$ cat config.mk
export PLATFORM = sky130hd
export DESIGN_NAME = pfm_pad_mux
export DESIGN_NICKNAME = d
export VERILOG_FILES = /design/src/core/pfm_pkg.sv /design/src/core/pfm_pad_mux.sv
export VERILOG_INCLUDE_DIRS = /design/src /design/src/core
export SDC_FILE = /design/constraint.sdc
export NUM_CORES = 1
export LEC_CHECK = 0
export ABC_AREA = 1
export BUFFER_PORTS_ARGS = -buffer_cell sky130_fd_sc_hd__buf_2
export CORE_MARGIN = 2
export CORE_UTILIZATION = 40
export CTS_BUF_LIST = sky130_fd_sc_hd__clkbuf_4
export DETAILED_ROUTE_END_ITERATION = 10
export GPL_ROUTABILITY_DRIVEN = 0
export HOLD_SLACK_MARGIN = 0.06
export PLACE_DENSITY = 0.58
export RECOVER_POWER = 100
export SYNTH_ARGS = -nofsm -noshare
export SYNTH_HDL_FRONTEND = slang
export SYNTH_SLANG_ARGS = --single-unit
$ cat constraint.sdc
create_clock -name CLOCK -period 3.5 [get_ports CLOCK]
set_input_delay 0.35 -clock CLOCK [delete_from_list [all_inputs] [get_ports CLOCK]]
set_output_delay 0.35 -clock CLOCK [all_outputs]
set_load 0.01 [all_outputs]
$ cat src/core/pfm_defs.svh
`ifndef PFM_DEFS_SVH
`define PFM_DEFS_SVH
// pad configuration, control and status register byte addresses
`define PFM_ADDR_PIN3 32'h4402e0c8
`define PFM_ADDR_PIN4 32'h4402e0cc
`define PFM_ADDR_PIN9 32'h4402e0d0
`define PFM_ADDR_PIN10 32'h4402e0d4
`define PFM_ADDR_PIN5 32'h4402e0d8
`define PFM_ADDR_PIN6 32'h4402e0dc
`define PFM_ADDR_PIN7 32'h4402e0e0
`define PFM_ADDR_PIN8 32'h4402e0e4
`define PFM_ADDR_PIN11 32'h4402e0f8
`define PFM_ADDR_TEST_IN 32'h4402e0fc
`define PFM_ADDR_TEST_OUT 32'h4402e100
`define PFM_ADDR_CTRL 32'h4402e180
`define PFM_ADDR_STATUS 32'h4402e184
// pad slot numbers
`define PFM_IX_P3 4'h0
`define PFM_IX_P4 4'h1
`define PFM_IX_P9 4'h2
`define PFM_IX_P10 4'h3
`define PFM_IX_P5 4'h4
`define PFM_IX_P6 4'h5
`define PFM_IX_P7 4'h6
`define PFM_IX_P8 4'h7
`define PFM_IX_P11 4'h8
`define PFM_IX_TDI 4'h9
`define PFM_IX_TDO 4'ha
`define PFM_IX_NONE 4'hf
`define PFM_NUM_PADS 11
// fields, reset values, timing
`define PFM_CFG_WMASK 12'hf3f
`define PFM_CFG_RESET_GP 12'h00f
`define PFM_CFG_RESET_JTAG 12'h001
`define PFM_MODE_RESET_HIZ 4'hf
`define PFM_DRV_6MA 2'h2
`define PFM_DRV_RSVD 2'h3
`define PFM_F_PULL_UP 8
`define PFM_CTRL_SWD 0
`define PFM_STRAP_WAIT 2'h3
// mode values
`define PFM_MODE_GPIO 4'h0
`define PFM_P3_SCL 4'h1
`define PFM_P3_PWM 4'h3
`define PFM_P3_SDCLK 4'h6
`define PFM_P3_UTX 4'h7
`define PFM_P3_CAP 4'hc
`define PFM_P4_SDA 4'h1
`define PFM_P4_PWM 4'h3
`define PFM_P4_CAMCLK 4'h4
`define PFM_P4_SDCMD 4'h6
`define PFM_P4_URX 4'h7
`define PFM_P4_CAP 4'hc
`define PFM_P4_AFS 4'hd
`define PFM_P5_CAM 4'h4
`define PFM_P5_SCL 4'h5
`define PFM_P5_SPICLK 4'h7
`define PFM_P5_CAP 4'hc
`define PFM_P6_CAM 4'h4
`define PFM_P6_SDA 4'h5
`define PFM_P6_MISO 4'h7
`define PFM_P6_SDD0 4'h8
`define PFM_P6_CAP 4'hd
`define PFM_P7_CAM 4'h4
`define PFM_P7_UTX 4'h5
`define PFM_P7_MOSI 4'h7
`define PFM_P7_SDCLK 4'h8
`define PFM_P7_CAP 4'hd
`define PFM_P8_CAM 4'h4
`define PFM_P8_URX 4'h5
`define PFM_P8_CS 4'h7
`define PFM_P8_SDCMD 4'h8
`define PFM_P9_ACLK 4'h3
`define PFM_P9_VS 4'h4
`define PFM_P9_SCL 4'h5
`define PFM_P9_UTX 4'h7
`define PFM_P9_CAP 4'hc
`define PFM_P10_HS 4'h4
`define PFM_P10_SDA 4'h5
`define PFM_P10_URX 4'h7
`define PFM_P10_CAP 4'hc
`define PFM_P11_CAP 4'h5
`define PFM_P11_AFS 4'h7
`define PFM_TDI_TDI 4'h1
`define PFM_TDI_UTX 4'h2
`define PFM_TDI_SCL 4'h9
`define PFM_TDO_TDO 4'h1
`define PFM_TDO_URX 4'h2
`define PFM_TDO_CAP 4'h4
`define PFM_TDO_PWM 4'h5
`define PFM_TDO_SDA 4'h9
`endif

$ cat src/core/pfm_pkg.sv
package pfm_pkg;
  typedef struct packed {
    logic hib_lvl;
    logic hib_en;
    logic pull_down;
    logic pull_up;
    logic [1:0] rsv;
    logic [1:0] drive;
    logic [3:0] mode;
  } pfm_cfg_s;
  typedef struct packed {
    logic [1:0] drive;
    logic pull_up;
    logic pull_down;
  } pfm_pad_cfg_s;
  typedef struct packed {
    logic oe;
    logic out;
  } pfm_drv_s;
  typedef struct packed {
    logic [10:0] gpio_out;
    logic [10:0] gpio_oe;
    logic scl_low, sda_low;
    logic pwm_out_six, pwm_out_seven, pwm_out_zero;
    logic sd_clock, sd_command_out, sd_command_oe, sd_data_zero_out, sd_data_zero_oe;
    logic first_uart_transmit, second_uart_transmit;
    logic camera_free_clock, audio_port_clock, audio_frame_sync;
    logic spi_clock_out, spi_clock_oe, spi_miso_out, spi_miso_oe;
    logic spi_mosi_out, spi_mosi_oe, spi_select_out, spi_select_oe;
    logic test_data_out;
  } pfm_periph_out_s;
  typedef struct packed {
    logic [10:0] gpio_in;
    logic scl_in, sda_in;
    logic [7:1] capture_in;
    logic first_uart_receive, second_uart_receive;
    logic sd_command_in, sd_data_zero_in;
    logic [7:4] camera_data;
    logic camera_vertical_sync, camera_horizontal_sync;
    logic spi_clock_in, spi_miso_in, spi_mosi_in, spi_select_in;
    logic test_data_in;
  } pfm_periph_in_s;
endpackage

$ cat src/core/pfm_pad_mux.sv
`timescale 1ns/1ps
`default_nettype none
`include "pfm_defs.svh"
// Contract
// - function from reset strap plus register
// - per-pad drive of 2, 4, 6 mA
// - per-pad pull-up and pull-down select
// - pads other than test-out float in hibernate unless programmed
// - general pads stay hi-z after reset
// - boot leaves jtag, flash set; rest hi-z
// - pin 3 mode table
// - pin 4 mode table
// - pin 5 mode table
// - pin 6 mode table
// - pin 7 mode table
// - pin 8 mode table
// - pin 9 mode table
// - pin 10 mode table
// - pin 11 mode table
// - test-in pad resets to mode 1
// - test-out pad resets to mode 1
// - test-out in hibernate: high two-wire, else low
// - deep sleep holds flash select, tx high, sd and camera clocks low
// - flash pads fixed, hi-z in reset
module pfm_pad_mux
  import pfm_pkg::*;
(
  // clock, reset, enable
  input wire logic CLOCK,
  input wire logic RST,
  input wire logic CE,
  // apb slave
  input wire logic PSEL,
  input wire logic PENABLE,
  input wire logic PWRITE,
  input wire logic [31:0] PADDR,
  input wire logic [31:0] PWDATA,
  input wire logic [3:0] PSTRB,
  output logic PREADY,
  output logic [31:0] PRDATA,
  output logic PSLVERR,
  // power state, same clock
  input wire logic LOW_POWER_DEEP_SLEEP,
  input wire logic HIB_MODE,
  // debug two-wire strap pin
  input wire logic DEBUG_STRAP,
  // peripheral side
  input wire pfm_periph_out_s PERIPH_OUT,
  output var pfm_periph_in_s PERIPH_IN,
  input wire logic FLASH_CLK,
  input wire logic FLASH_MOSI,
  input wire logic SERIAL_FLASH_SELECT_N,
  output logic FLASH_MISO,
  // pad side
  input wire logic [10:0] PAD_IN,
  output logic [10:0] PAD_OUT,
  output logic [10:0] PAD_OE,
  output var pfm_pad_cfg_s [10:0] PAD_CFG,
  output logic [2:0] FLASH_PAD_OUT,
  output logic [2:0] FLASH_PAD_OE,
  input wire logic FLASH_PAD_MISO
);

  pfm_cfg_s cfg_ff [`PFM_NUM_PADS];
  logic [12:0] s1_ff, s2_ff, s3_ff, pin_ff;
  logic [12:0] nxt_pin;
  logic [10:0] out_ff, oe_ff, nxt_out, nxt_oe;
  logic [2:0] fout_ff, foe_ff;
  logic swd_ff, strap_ff, taken_ff;
  logic [1:0] wait_ff;
  logic [31:0] prdata_ff, rdata;
  pfm_periph_in_s pi_ff, nxt_pi;

  function automatic pfm_drv_s drv(input logic v);
    return '{oe: 1'b1, out: v};
  endfunction

  function automatic pfm_drv_s od(input logic low);
    return '{oe: low, out: 1'b0};
  endfunction

  function automatic pfm_drv_s io(input logic en, input logic v);
    return '{oe: en, out: v};
  endfunction

  function automatic logic [3:0] pfm_index(input logic [31:0] a);
    case (a)
      `PFM_ADDR_PIN3: return `PFM_IX_P3;
      `PFM_ADDR_PIN4: return `PFM_IX_P4;
      `PFM_ADDR_PIN9: return `PFM_IX_P9;
      `PFM_ADDR_PIN10: return `PFM_IX_P10;
      `PFM_ADDR_PIN5: return `PFM_IX_P5;
      `PFM_ADDR_PIN6: return `PFM_IX_P6;
      `PFM_ADDR_PIN7: return `PFM_IX_P7;
      `PFM_ADDR_PIN8: return `PFM_IX_P8;
      `PFM_ADDR_PIN11: return `PFM_IX_P11;
      `PFM_ADDR_TEST_IN: return `PFM_IX_TDI;
      `PFM_ADDR_TEST_OUT: return `PFM_IX_TDO;
      default: return `PFM_IX_NONE;
    endcase
  endfunction

  // reserved code 3 lands on the strongest setting
  function automatic pfm_cfg_s wcfg(input pfm_cfg_s old, input logic [31:0] wd,
                                    input logic [3:0] strb);
    logic [11:0] v;
    pfm_cfg_s r;
    v = old;
    if (strb[0]) begin
      v[7:0] = wd[7:0];
    end
    if (strb[1]) begin
      v[11:8] = wd[11:8];
    end
    r = v & `PFM_CFG_WMASK;
    if (r.drive == `PFM_DRV_RSVD) begin
      r.drive = `PFM_DRV_6MA;
    end
    return r;
  endfunction

  // outgoing routing per pad and mode; input-only and unlisted modes float
  function automatic pfm_drv_s route(input logic [3:0] p, input logic [3:0] m,
                                     input pfm_periph_out_s o);
    pfm_drv_s d;
    d = '0;
    if (m == `PFM_MODE_GPIO) begin
      d = io(o.gpio_oe[p], o.gpio_out[p]);
    end else begin
      case (p)
        `PFM_IX_P3: case (m)
          `PFM_P3_SCL: d = od(o.scl_low);
          `PFM_P3_PWM: d = drv(o.pwm_out_six);
          `PFM_P3_SDCLK: d = drv(o.sd_clock);
          `PFM_P3_UTX: d = drv(o.second_uart_transmit);
          default: d = '0;
        endcase
        `PFM_IX_P4: case (m)
          `PFM_P4_SDA: d = od(o.sda_low);
          `PFM_P4_PWM: d = drv(o.pwm_out_seven);
          `PFM_P4_CAMCLK: d = drv(o.camera_free_clock);
          `PFM_P4_SDCMD: d = io(o.sd_command_oe, o.sd_command_out);
          `PFM_P4_AFS: d = drv(o.audio_frame_sync);
          default: d = '0;
        endcase
        `PFM_IX_P5: case (m)
          `PFM_P5_SCL: d = od(o.scl_low);
          `PFM_P5_SPICLK: d = io(o.spi_clock_oe, o.spi_clock_out);
          default: d = '0;
        endcase
        `PFM_IX_P6: case (m)
          `PFM_P6_SDA: d = od(o.sda_low);
          `PFM_P6_MISO: d = io(o.spi_miso_oe, o.spi_miso_out);
          `PFM_P6_SDD0: d = io(o.sd_data_zero_oe, o.sd_data_zero_out);
          default: d = '0;
        endcase
        `PFM_IX_P7: case (m)
          `PFM_P7_UTX: d = drv(o.second_uart_transmit);
          `PFM_P7_MOSI: d = io(o.spi_mosi_oe, o.spi_mosi_out);
          `PFM_P7_SDCLK: d = drv(o.sd_clock);
          default: d = '0;
        endcase
        `PFM_IX_P8: case (m)
          `PFM_P8_CS: d = io(o.spi_select_oe, o.spi_select_out);
          `PFM_P8_SDCMD: d = io(o.sd_command_oe, o.sd_command_out);
          default: d = '0;
        endcase
        `PFM_IX_P9: case (m)
          `PFM_P9_ACLK: d = drv(o.audio_port_clock);
          `PFM_P9_SCL: d = od(o.scl_low);
          `PFM_P9_UTX: d = drv(o.first_uart_transmit);
          default: d = '0;
        endcase
        `PFM_IX_P10: case (m)
          `PFM_P10_SDA: d = od(o.sda_low);
          default: d = '0;
        endcase
        `PFM_IX_P11: case (m)
          `PFM_P11_AFS: d = drv(o.audio_frame_sync);
          default: d = '0;
        endcase
        `PFM_IX_TDI: case (m)
          `PFM_TDI_UTX: d = drv(o.second_uart_transmit);
          `PFM_TDI_SCL: d = od(o.scl_low);
          default: d = '0;
        endcase
        `PFM_IX_TDO: case (m)
          `PFM_TDO_TDO: d = drv(o.test_data_out);
          `PFM_TDO_PWM: d = drv(o.pwm_out_zero);
          `PFM_TDO_SDA: d = od(o.sda_low);
          default: d = '0;
        endcase
        default: d = '0;
      endcase
    end
    return d;
  endfunction

  // deep-sleep hold levels; oe marks a forced pad
  function automatic pfm_drv_s low_power_deep_sleep_hold(input logic [3:0] p, input logic [3:0] m);
    logic tx1, clk0;
    tx1 = (p == `PFM_IX_P3 && m == `PFM_P3_UTX) || (p == `PFM_IX_P7 && m == `PFM_P7_UTX) ||
          (p == `PFM_IX_P9 && m == `PFM_P9_UTX) || (p == `PFM_IX_TDI && m == `PFM_TDI_UTX);
    clk0 = (p == `PFM_IX_P3 && m == `PFM_P3_SDCLK) || (p == `PFM_IX_P4 && m == `PFM_P4_CAMCLK) ||
           (p == `PFM_IX_P7 && m == `PFM_P7_SDCLK);
    return '{oe: tx1 | clk0, out: tx1};
  endfunction

  function automatic logic hit(input logic [3:0] mode, input logic pin, input logic [3:0] m);
    return (mode == m) & pin;
  endfunction

  function automatic logic low(input logic [3:0] mode, input logic pin, input logic [3:0] m);
    return (mode == m) & ~pin;
  endfunction

  // apb decode
  wire [3:0] widx = pfm_index(PADDR);
  wire is_ctrl = PADDR == `PFM_ADDR_CTRL;
  wire is_stat = PADDR == `PFM_ADDR_STATUS;
  wire mapped = (widx != `PFM_IX_NONE) | is_ctrl | is_stat;
  wire setup = PSEL & ~PENABLE;
  wire wr = PSEL & PENABLE & PWRITE & CE;
  wire ctrl_wr = wr & is_ctrl & PSTRB[0];
  wire strap_load = ~taken_ff & (wait_ff == `PFM_STRAP_WAIT);
  assign PREADY = 1'b1;
  assign PSLVERR = PSEL & PENABLE & ~mapped;
  assign PRDATA = prdata_ff;

  always_comb begin
    rdata = 32'h0;
    if (widx != `PFM_IX_NONE) begin
      rdata = {20'h0, cfg_ff[widx]};
    end else if (is_ctrl) begin
      rdata = {31'h0, swd_ff};
    end else if (is_stat) begin
      rdata = {29'h0, HIB_MODE, LOW_POWER_DEEP_SLEEP, strap_ff};
    end
  end

  always_ff @(posedge CLOCK) begin
    if (RST) begin
      prdata_ff <= 32'h0;
    end else if (CE && setup && !PWRITE) begin
      prdata_ff <= rdata;
    end
  end

  // reset leaves jtag pads in mode 1, all others floating
  always_ff @(posedge CLOCK) begin
    if (RST) begin
      for (int i = 0; i < `PFM_NUM_PADS; i++) begin
        cfg_ff[i] <= (i == `PFM_IX_TDI || i == `PFM_IX_TDO) ?
                     `PFM_CFG_RESET_JTAG : `PFM_CFG_RESET_GP;
      end
    end else if (wr && widx != `PFM_IX_NONE) begin
      cfg_ff[widx] <= wcfg(cfg_ff[widx], PWDATA, PSTRB);
    end
  end

  // strap caught once the pin synchroniser has settled after reset
  always_ff @(posedge CLOCK) begin
    if (RST) begin
      wait_ff <= 2'h0;
      taken_ff <= 1'b0;
      strap_ff <= 1'b0;
      swd_ff <= 1'b0;
    end else if (CE) begin
      if (!taken_ff && wait_ff != `PFM_STRAP_WAIT) begin
        wait_ff <= wait_ff + 2'h1;
      end
      // pin_ff still holds its reset value at this edge; stages two and three agree already
      if (strap_load) begin
        taken_ff <= 1'b1;
        strap_ff <= nxt_pin[12];
      end
      if (ctrl_wr) begin
        swd_ff <= PWDATA[`PFM_CTRL_SWD];
      end else if (strap_load) begin
        swd_ff <= nxt_pin[12];
      end
    end
  end

  // pin synchronisers: a level counts once stages two and three agree
  assign nxt_pin = (s2_ff & s3_ff) | (pin_ff & (s2_ff ^ s3_ff));
  always_ff @(posedge CLOCK) begin
    if (RST) begin
      s1_ff <= 13'h0;
      s2_ff <= 13'h0;
      s3_ff <= 13'h0;
      pin_ff <= 13'h0;
    end else if (CE) begin
      s1_ff <= {DEBUG_STRAP, FLASH_PAD_MISO, PAD_IN};
      s2_ff <= s1_ff;
      s3_ff <= s2_ff;
      pin_ff <= nxt_pin;
    end
  end

  // several pads on one input are simply or-ed, the uart receivers and-ed; choosing sanely is up to software
  always_comb begin
    nxt_pi = '0;
    for (int i = 0; i < `PFM_NUM_PADS; i++) begin
      nxt_pi.gpio_in[i] = hit(cfg_ff[i].mode, pin_ff[i], `PFM_MODE_GPIO);
    end
    nxt_pi.scl_in = hit(cfg_ff[`PFM_IX_P3].mode, pin_ff[`PFM_IX_P3], `PFM_P3_SCL) |
                    hit(cfg_ff[`PFM_IX_P5].mode, pin_ff[`PFM_IX_P5], `PFM_P5_SCL) |
                    hit(cfg_ff[`PFM_IX_P9].mode, pin_ff[`PFM_IX_P9], `PFM_P9_SCL) |
                    hit(cfg_ff[`PFM_IX_TDI].mode, pin_ff[`PFM_IX_TDI], `PFM_TDI_SCL);
    nxt_pi.sda_in = hit(cfg_ff[`PFM_IX_P4].mode, pin_ff[`PFM_IX_P4], `PFM_P4_SDA) |
                    hit(cfg_ff[`PFM_IX_P6].mode, pin_ff[`PFM_IX_P6], `PFM_P6_SDA) |
                    hit(cfg_ff[`PFM_IX_P10].mode, pin_ff[`PFM_IX_P10], `PFM_P10_SDA) |
                    hit(cfg_ff[`PFM_IX_TDO].mode, pin_ff[`PFM_IX_TDO], `PFM_TDO_SDA);
    nxt_pi.capture_in[1] = hit(cfg_ff[`PFM_IX_P3].mode, pin_ff[`PFM_IX_P3], `PFM_P3_CAP);
    nxt_pi.capture_in[2] = hit(cfg_ff[`PFM_IX_P4].mode, pin_ff[`PFM_IX_P4], `PFM_P4_CAP);
    nxt_pi.capture_in[3] = hit(cfg_ff[`PFM_IX_P9].mode, pin_ff[`PFM_IX_P9], `PFM_P9_CAP);
    nxt_pi.capture_in[4] = hit(cfg_ff[`PFM_IX_P10].mode, pin_ff[`PFM_IX_P10], `PFM_P10_CAP) |
                           hit(cfg_ff[`PFM_IX_P11].mode, pin_ff[`PFM_IX_P11], `PFM_P11_CAP);
    nxt_pi.capture_in[5] = hit(cfg_ff[`PFM_IX_P5].mode, pin_ff[`PFM_IX_P5], `PFM_P5_CAP);
    nxt_pi.capture_in[6] = hit(cfg_ff[`PFM_IX_P6].mode, pin_ff[`PFM_IX_P6], `PFM_P6_CAP) |
                           hit(cfg_ff[`PFM_IX_TDO].mode, pin_ff[`PFM_IX_TDO], `PFM_TDO_CAP);
    nxt_pi.capture_in[7] = hit(cfg_ff[`PFM_IX_P7].mode, pin_ff[`PFM_IX_P7], `PFM_P7_CAP);
    // receivers idle high when no pad feeds them
    nxt_pi.first_uart_receive = ~low(cfg_ff[`PFM_IX_P10].mode, pin_ff[`PFM_IX_P10], `PFM_P10_URX);
    nxt_pi.second_uart_receive = ~(low(cfg_ff[`PFM_IX_P4].mode, pin_ff[`PFM_IX_P4], `PFM_P4_URX) |
                                   low(cfg_ff[`PFM_IX_P8].mode, pin_ff[`PFM_IX_P8], `PFM_P8_URX) |
                                   low(cfg_ff[`PFM_IX_TDO].mode, pin_ff[`PFM_IX_TDO], `PFM_TDO_URX));
    nxt_pi.sd_command_in = hit(cfg_ff[`PFM_IX_P4].mode, pin_ff[`PFM_IX_P4], `PFM_P4_SDCMD) |
                           hit(cfg_ff[`PFM_IX_P8].mode, pin_ff[`PFM_IX_P8], `PFM_P8_SDCMD);
    nxt_pi.sd_data_zero_in = hit(cfg_ff[`PFM_IX_P6].mode, pin_ff[`PFM_IX_P6], `PFM_P6_SDD0);
    nxt_pi.camera_data[4] = hit(cfg_ff[`PFM_IX_P5].mode, pin_ff[`PFM_IX_P5], `PFM_P5_CAM);
    nxt_pi.camera_data[5] = hit(cfg_ff[`PFM_IX_P6].mode, pin_ff[`PFM_IX_P6], `PFM_P6_CAM);
    nxt_pi.camera_data[6] = hit(cfg_ff[`PFM_IX_P7].mode, pin_ff[`PFM_IX_P7], `PFM_P7_CAM);
    nxt_pi.camera_data[7] = hit(cfg_ff[`PFM_IX_P8].mode, pin_ff[`PFM_IX_P8], `PFM_P8_CAM);
    nxt_pi.camera_vertical_sync = hit(cfg_ff[`PFM_IX_P9].mode, pin_ff[`PFM_IX_P9], `PFM_P9_VS);
    nxt_pi.camera_horizontal_sync = hit(cfg_ff[`PFM_IX_P10].mode, pin_ff[`PFM_IX_P10],
                                        `PFM_P10_HS);
    nxt_pi.spi_clock_in = hit(cfg_ff[`PFM_IX_P5].mode, pin_ff[`PFM_IX_P5], `PFM_P5_SPICLK);
    nxt_pi.spi_miso_in = hit(cfg_ff[`PFM_IX_P6].mode, pin_ff[`PFM_IX_P6], `PFM_P6_MISO);
    nxt_pi.spi_mosi_in = hit(cfg_ff[`PFM_IX_P7].mode, pin_ff[`PFM_IX_P7], `PFM_P7_MOSI);
    nxt_pi.spi_select_in = hit(cfg_ff[`PFM_IX_P8].mode, pin_ff[`PFM_IX_P8], `PFM_P8_CS);
    nxt_pi.test_data_in = hit(cfg_ff[`PFM_IX_TDI].mode, pin_ff[`PFM_IX_TDI], `PFM_TDI_TDI);
  end

  // pad drive: hibernate first, then deep-sleep holds, then normal routing
  always_comb begin
    pfm_drv_s rt;
    pfm_drv_s lp;
    rt = '0;
    lp = '0;
    nxt_oe = 11'h0;
    nxt_out = 11'h0;
    for (int i = 0; i < `PFM_NUM_PADS; i++) begin
      rt = route(4'(i), cfg_ff[i].mode, PERIPH_OUT);
      lp = low_power_deep_sleep_hold(4'(i), cfg_ff[i].mode);
      if (HIB_MODE) begin
        if (i == `PFM_IX_TDO) begin
          nxt_oe[i] = 1'b1;
          nxt_out[i] = swd_ff;
        end else begin
          nxt_oe[i] = cfg_ff[i].hib_en;
          nxt_out[i] = cfg_ff[i].hib_en & cfg_ff[i].hib_lvl;
        end
      end else if (LOW_POWER_DEEP_SLEEP && lp.oe) begin
        nxt_oe[i] = 1'b1;
        nxt_out[i] = lp.out;
      end else begin
        nxt_oe[i] = rt.oe;
        nxt_out[i] = rt.out;
      end
    end
  end

  always_ff @(posedge CLOCK) begin
    if (RST) begin
      oe_ff <= 11'h0;
      out_ff <= 11'h0;
      pi_ff <= '0;
    end else if (CE) begin
      oe_ff <= nxt_oe;
      out_ff <= nxt_out;
      pi_ff <= nxt_pi;
    end
  end

  // flash pads: fixed function, no mode field
  always_ff @(posedge CLOCK) begin
    if (RST) begin
      foe_ff <= 3'h0;
      fout_ff <= 3'h0;
    end else if (CE) begin
      foe_ff <= HIB_MODE ? 3'h0 : 3'h7;
      fout_ff <= {SERIAL_FLASH_SELECT_N | LOW_POWER_DEEP_SLEEP, FLASH_MOSI, FLASH_CLK};
    end
  end

  for (genvar g = 0; g < `PFM_NUM_PADS; g++) begin : g_cfg
    assign PAD_CFG[g] = '{drive: cfg_ff[g].drive, pull_up: cfg_ff[g].pull_up,
                          pull_down: cfg_ff[g].pull_down};
  end
  assign PAD_OE = oe_ff;
  assign PAD_OUT = out_ff;
  assign PERIPH_IN = pi_ff;
  assign FLASH_PAD_OE = foe_ff;
  assign FLASH_PAD_OUT = fout_ff;
  assign FLASH_MISO = pin_ff[11];
endmodule
`default_nettype wire

# Yosys cells after proc, flatten, opt, wreduce, memory -nomap -nowiden
# Memories as Yosys holds them, arrays and structs flattened.
# Index checks and enable logic that the tools add are counted.
# word_totals
register_bits	152
memories	1
out_inout_bits	142
ram_bits	110
# op_classes
n_eq_ne	81
n_reduce_logical	27
n_bitwise	93
mux	78
addsub	1
# mem_list
name	words	word_bits	read_ports	rd_ports_with_merged_regs	wr	line	rtl
cfg_ff	11	10	12	0	11	pfm_pad_mux.sv:64	pfm_cfg_s cfg_ff [`PFM_NUM_PADS];
# op_table
op	count
32-bit by 31-bit equality test with 1-bit output, second input constant	13
4-bit by 3-bit equality test with 1-bit output, second input constant	36
4-bit equality test, second input constant	17
1-bit AND	64
32-bit two-way mux	2
4-bit logical NOT	11
4-bit case mux with 11 select lines	1
1-bit two-way mux	40
2-bit two-way mux	16
13-bit AND	2
4-bit by 1-bit equality test with 1-bit output, second input constant	6
2-bit case mux with 3 select lines	4
4-bit by 2-bit equality test with 1-bit output, second input constant	5
6-bit two-way mux	3
4-bit two-way mux	4
1-bit bitwise OR	16
13-bit bitwise OR	1
13-bit bitwise XOR	1
2-bit case mux with 2 select lines	3
10-bit two-way mux	1
2-bit case mux with 5 select lines	1
10-bit OR reduction	1
1-bit logical AND	9
1-bit NOT	9
9 further kinds	14

# Logic depth before layout (Yosys ltp)
# logic_depth
depth_word	11
mapped_depth	23
mapped_depth_nobuf	22

# Least setup slack after synthesis
# OpenSTA, ideal clock, no wires.
# synth_path
path_type	input-to-reg
startpoint	input port PADDR[15]
endpoint	memory cfg_ff[6][0] (netlist bit), enable pin
setup_time_ps	340
cell_stages	18
setup_slack_ps	800
required_ps	3160
arrival_ps	2360
path_cell_list	nand2_1 > nor2_4 > nand2_1 > inv_1 > nand2_1 > nor2_1 > nand2_1 > nand2_1 > nor2_1 > nand3_2 > inv_2 > nor2_4 > inv_2 > nor3_4 > inv_2 > nor2_2 > inv_1 > nand2_1
# synth_rtl
item	line	rtl
from (decl)	pfm_pad_mux.sv:36	input wire logic [31:0] PADDR,
to (decl)	pfm_pad_mux.sv:64	

==> flow_metrics.tcl <==
set metrics [dict create \
    status "complete, but fails checks" \
    failing_checks "capacitance limit, slew limit" \
    worst-r2r-setup-slack_ps 1340 \
    root_buffer "sky130_fd_sc_hd__clkbuf_4" \
    fin_worst_skew_ps 44.9 \
    post-route-min-period_ps 2900 \
    globalRoute.totalOverflow 0 \
    power_switching_share_pct 25.0 \
    route.detailed.vias_per_inst 5.09 \
    portion_of_synthesized_cell_area_occupied_by_the_leading_cell_type_pct 30.2 \
    fp.dieW_um 197 \
    worst_ep_required_time_ps 3910 \
    clkSinkCount 288 \
    synthesis.yosys.warnings 0 \
    synth-edff-count 150 \
    setup_tns_ps 0 \
    synth_area_leader_cell "sky130_fd_sc_hd__edfxtp_1" \
    place_inst 2545 \
    worst-slew-pin-transition_ps 2000 \
    powerDensity_nw_per_um2 429 \
    worst_setup_hold_path_clk_slew_ps 50 \
    ys_top_cells_by_area "sky130_fd_sc_hd__edfxtp_1 (30%), sky130_fd_sc_hd__dfxtp_1 (19%), sky130_fd_sc_hd__nand2_1 (11%)" \
    multi_input_comb_area_um2 6180 \
    drive_gt1_share_pct 15.6 \
    total_switching_power_w 0.00192 \
    tritoncts "done" \
    cts_hold_repair.buffers 56 \
    grt_pass1_vias 13100 \
    netlist_area_um2 14900 \
    wirelength_mm 48.2 \
    synth.yosys.seq_area_share_pct 48.8 \
    floorplan.initialDensity_pct 40.7 \
    synth_top_flop_cell "sky130_fd_sc_hd__edfxtp_1" \
    numCtsBuffers 79 \
    mean_routed_wirelength_per_cell_um 17.6 \
    slew_violations 145 \
    insertion_delay_ps 750 \
    max_slew_margin_pct -33.3 \
    seq_power_share_pct 49.2 \
    netlist_instances 1869 \
    total_power_w 0.00768 \
    grt_start_max_net_pins 98 \
    clock_path_buffers 3 \
    design.final.nets 2366 \
    criticalPathCategory "in2reg" \
    drtAntennaViolNets 0 \
    area_growth_pct 20.3 \
    finalNonFillerCells 2743 \
    power.share.clock_pct 43.2 \
    storage_cell_area_um2 7270 \
    dp_hpwl_mm 35.6 \
    ys_types 56 \
    final.fill_count 3682 \
    combinationalPowerShare_pct 7.6 \
    worstHoldPathType "in2reg" \
    report.final.hold_viol_count 0 \
    worst-path-max-fanout 16 \
    arrival_ps 3310 \
    maxCapViolations 2 \
    boundaryPins 280 \
    asyncSetResetFlopFracSynth_pct 0 \
    clock.fmax_mhz 345 \
    util_after_layout_pct 49.0 \
    crit_end_element "register" \
    dieHeight_um 197 \
    place.port_buffers 232 \
    drc_violation_total_after_the_first_tritonroute_iteration 1152 \
    max-vdd-ir-drop_uv 242 \
    floorplan.rows 70 \
    type_of_origin_of_the_critical_path "input port" \
    antenna_violations_before_repair 2 \
    global_route_wire_length_before_repair_mm 72.8 \
    first_pass_iters 6 \
    die_area_um2 38800 \
    rsz_0062_raised_after_global_routing "no" \
    detailroute.via_count 14000 \
    drc 0 \
    cts_resized 0 \
    cts-htree-levels 3 \
    grt_usage_pct 24.5 \
    postCtsSetupRepairBufs 0 \
    number_of_synthesized_register_bits 288 \
    post_synthesis_area_per_instance_um2 7.97 \
    cellLeakagePower_nw 7.74 \
    final-setup-viol-count 0 \
    coreArea_um2 36600 \
    layout_worst_path_cycle_share_pct 82.7 \
    internal-power_w 0.00576 \
]
[power by group through the flow]
stage | sequential, W | clock, W | combinational, W
floorplan | 0.00382 | 0 | 0.000355
global placement | 0.00385 | 0 | 0.000532
detailed placement | 0.00385 | 0 | 0.000543
CTS | 0.00378 | 0.00340 | 0.000593
global route | 0.00379 | 0.00356 | 0.000651
finish | 0.00378 | 0.00332 | 0.000582
[layout make-up]
class                      instances  area share [%]
antenna                            3          0.0419
clock inverter                    17           0.970
timing repair buffer             346            11.7
multi-input combinational       1312            34.5
tap                              468            3.27
clock buffer                     122            5.11
sequential                       288            40.6
inverter                         187            3.92
[placed cells by master, fill, tap and decap left out, types with 12 or more instances in the layout]
cell type / count
sky130_fd_sc_hd__inv_2: 17
sky130_fd_sc_hd__dlygate4sd3_1: 56
sky130_fd_sc_hd__clkbuf_4: 122
sky130_fd_sc_hd__o21ai_0: 93
sky130_fd_sc_hd__nand2_1: 429
sky130_fd_sc_hd__nor3_1: 20
sky130_fd_sc_hd__buf_2: 112
sky130_fd_sc_hd__nand3_1: 185
sky130_fd_sc_hd__o211ai_1: 25
sky130_fd_sc_hd__conb_1: 73
sky130_fd_sc_hd__dfxtp_1: 138
sky130_fd_sc_hd__nand3b_1: 12
sky130_fd_sc_hd__a31oi_1: 15
sky130_fd_sc_hd__ha_1: 14
sky130_fd_sc_hd__nand4_1: 26
sky130_fd_sc_hd__nor2_2: 14
sky130_fd_sc_hd__clkinv_1: 13
sky130_fd_sc_hd__buf_4: 40
sky130_fd_sc_hd__nor2_1: 243
sky130_fd_sc_hd__a21oi_1: 94
sky130_fd_sc_hd__inv_1: 167
sky130_fd_sc_hd__edfxtp_1: 150
sky130_fd_sc_hd__clkbuf_1: 126
[sequential cells by signal, summed over array words and instances, names as in the netlist]
register and cells:
PAD_OE 11, cfg_ff 160, PERIPH_IN 35, taken_ff 1, PAD_OUT 11, PRDATA 10, FLASH_PAD_OUT 3, s3_ff 13
s1_ff 13, pin_ff 13, swd_ff 1, strap_ff 1, FLASH_PAD_OE 1, wait_ff 2, s2_ff 13
[worst max-delay path, stage by stage]
cell and delay [ps]:
sky130_fd_sc_hd__clkbuf_1 90, sky130_fd_sc_hd__inv_1 70, sky130_fd_sc_hd__nand2_1 50, sky130_fd_sc_hd__nor3_1 150, sky130_fd_sc_hd__nand2_1 120, sky130_fd_sc_hd__nor2_4 290, sky130_fd_sc_hd__nand2_1 90, sky130_fd_sc_hd__nor2_1 240
sky130_fd_sc_hd__nor2_1 110, sky130_fd_sc_hd__nand3_2 160, sky130_fd_sc_hd__nand2_1 120, sky130_fd_sc_hd__inv_1 480, sky130_fd_sc_hd__nand3_1 140, sky130_fd_sc_hd__nand3_1 100, sky130_fd_sc_hd__nand3_1 180, sky130_fd_sc_hd__nand2_1 100
sky130_fd_sc_hd__nand2_1 50, sky130_fd_sc_hd__nand2_1 240, sky130_fd_sc_hd__inv_1 170
[Yosys cell counts, types with 8 or more instances]
| cell type | number |
|---|---|
| sky130_fd_sc_hd__nand3_1 | 185 |
| sky130_fd_sc_hd__dfxtp_1 | 138 |
| sky130_fd_sc_hd__o211ai_1 | 25 |
| sky130_fd_sc_hd__nand2_2 | 8 |
| sky130_fd_sc_hd__inv_2 | 25 |
| sky130_fd_sc_hd__buf_2 | 20 |
| sky130_fd_sc_hd__a31oi_1 | 15 |
| sky130_fd_sc_hd__nor2_1 | 233 |
| sky130_fd_sc_hd__ha_1 | 14 |
| sky130_fd_sc_hd__edfxtp_1 | 150 |
| sky130_fd_sc_hd__nor2_2 | 23 |
| sky130_fd_sc_hd__a21oi_1 | 94 |
| sky130_fd_sc_hd__o21ai_0 | 92 |
| sky130_fd_sc_hd__buf_6 | 8 |
| sky130_fd_sc_hd__nor3_1 | 17 |
| sky130_fd_sc_hd__clkbuf_1 | 44 |
| sky130_fd_sc_hd__nand2_1 | 428 |
| sky130_fd_sc_hd__nand3b_1 | 12 |
| sky130_fd_sc_hd__buf_4 | 79 |
| sky130_fd_sc_hd__inv_1 | 160 |
| sky130_fd_sc_hd__nand4_1 | 26 |
[metal layers]
metal  global-route usage (%)  wire [um]
met1                     32.8      21300
met2                     39.7      22300
met3                     4.23       3330
met4                     9.13       1270
met5                        0          0
[stage by stage]
step	hold slack, ps	setup slack (ps)	cell area (um2)
5_1_grt	110	324	17900
2_1_floorplan	429	800	15200
3_5_place_dp	453	192	16500
3_3_place_gp	440	259	16500
4_1_cts	68.7	975	18200
6_report	136	604	17900
[worst paths after layout]
| kind | startpoint | endpoint | depth (start not counted) |
|---|---|---|---|
| worst max-delay path | PADDR[16] | cfg_ff[12][7] | 19 |
| worst min register to register | PRDATA[11] | PRDATA[11] | 2 |
| worst min-delay path | PERIPH_OUT[41] | PAD_OUT[6] | 5 |
| worst max register to register | cfg_ff[5][1] | PAD_OE[5] | 8 |
[kinds of logic after synthesis]
kind of cell	Yosys count	share of synthesized area (%)
AND/OR/NAND/NOR	966	28.9
buffers and inverters	340	11.1
flip-flops	288	48.8
AO/OA/AOI/OAI	259	10.0
adder cells (fa/ha/maj)	14	1.18
other	2	0.0504
Power figures use the tool's default switching activity.
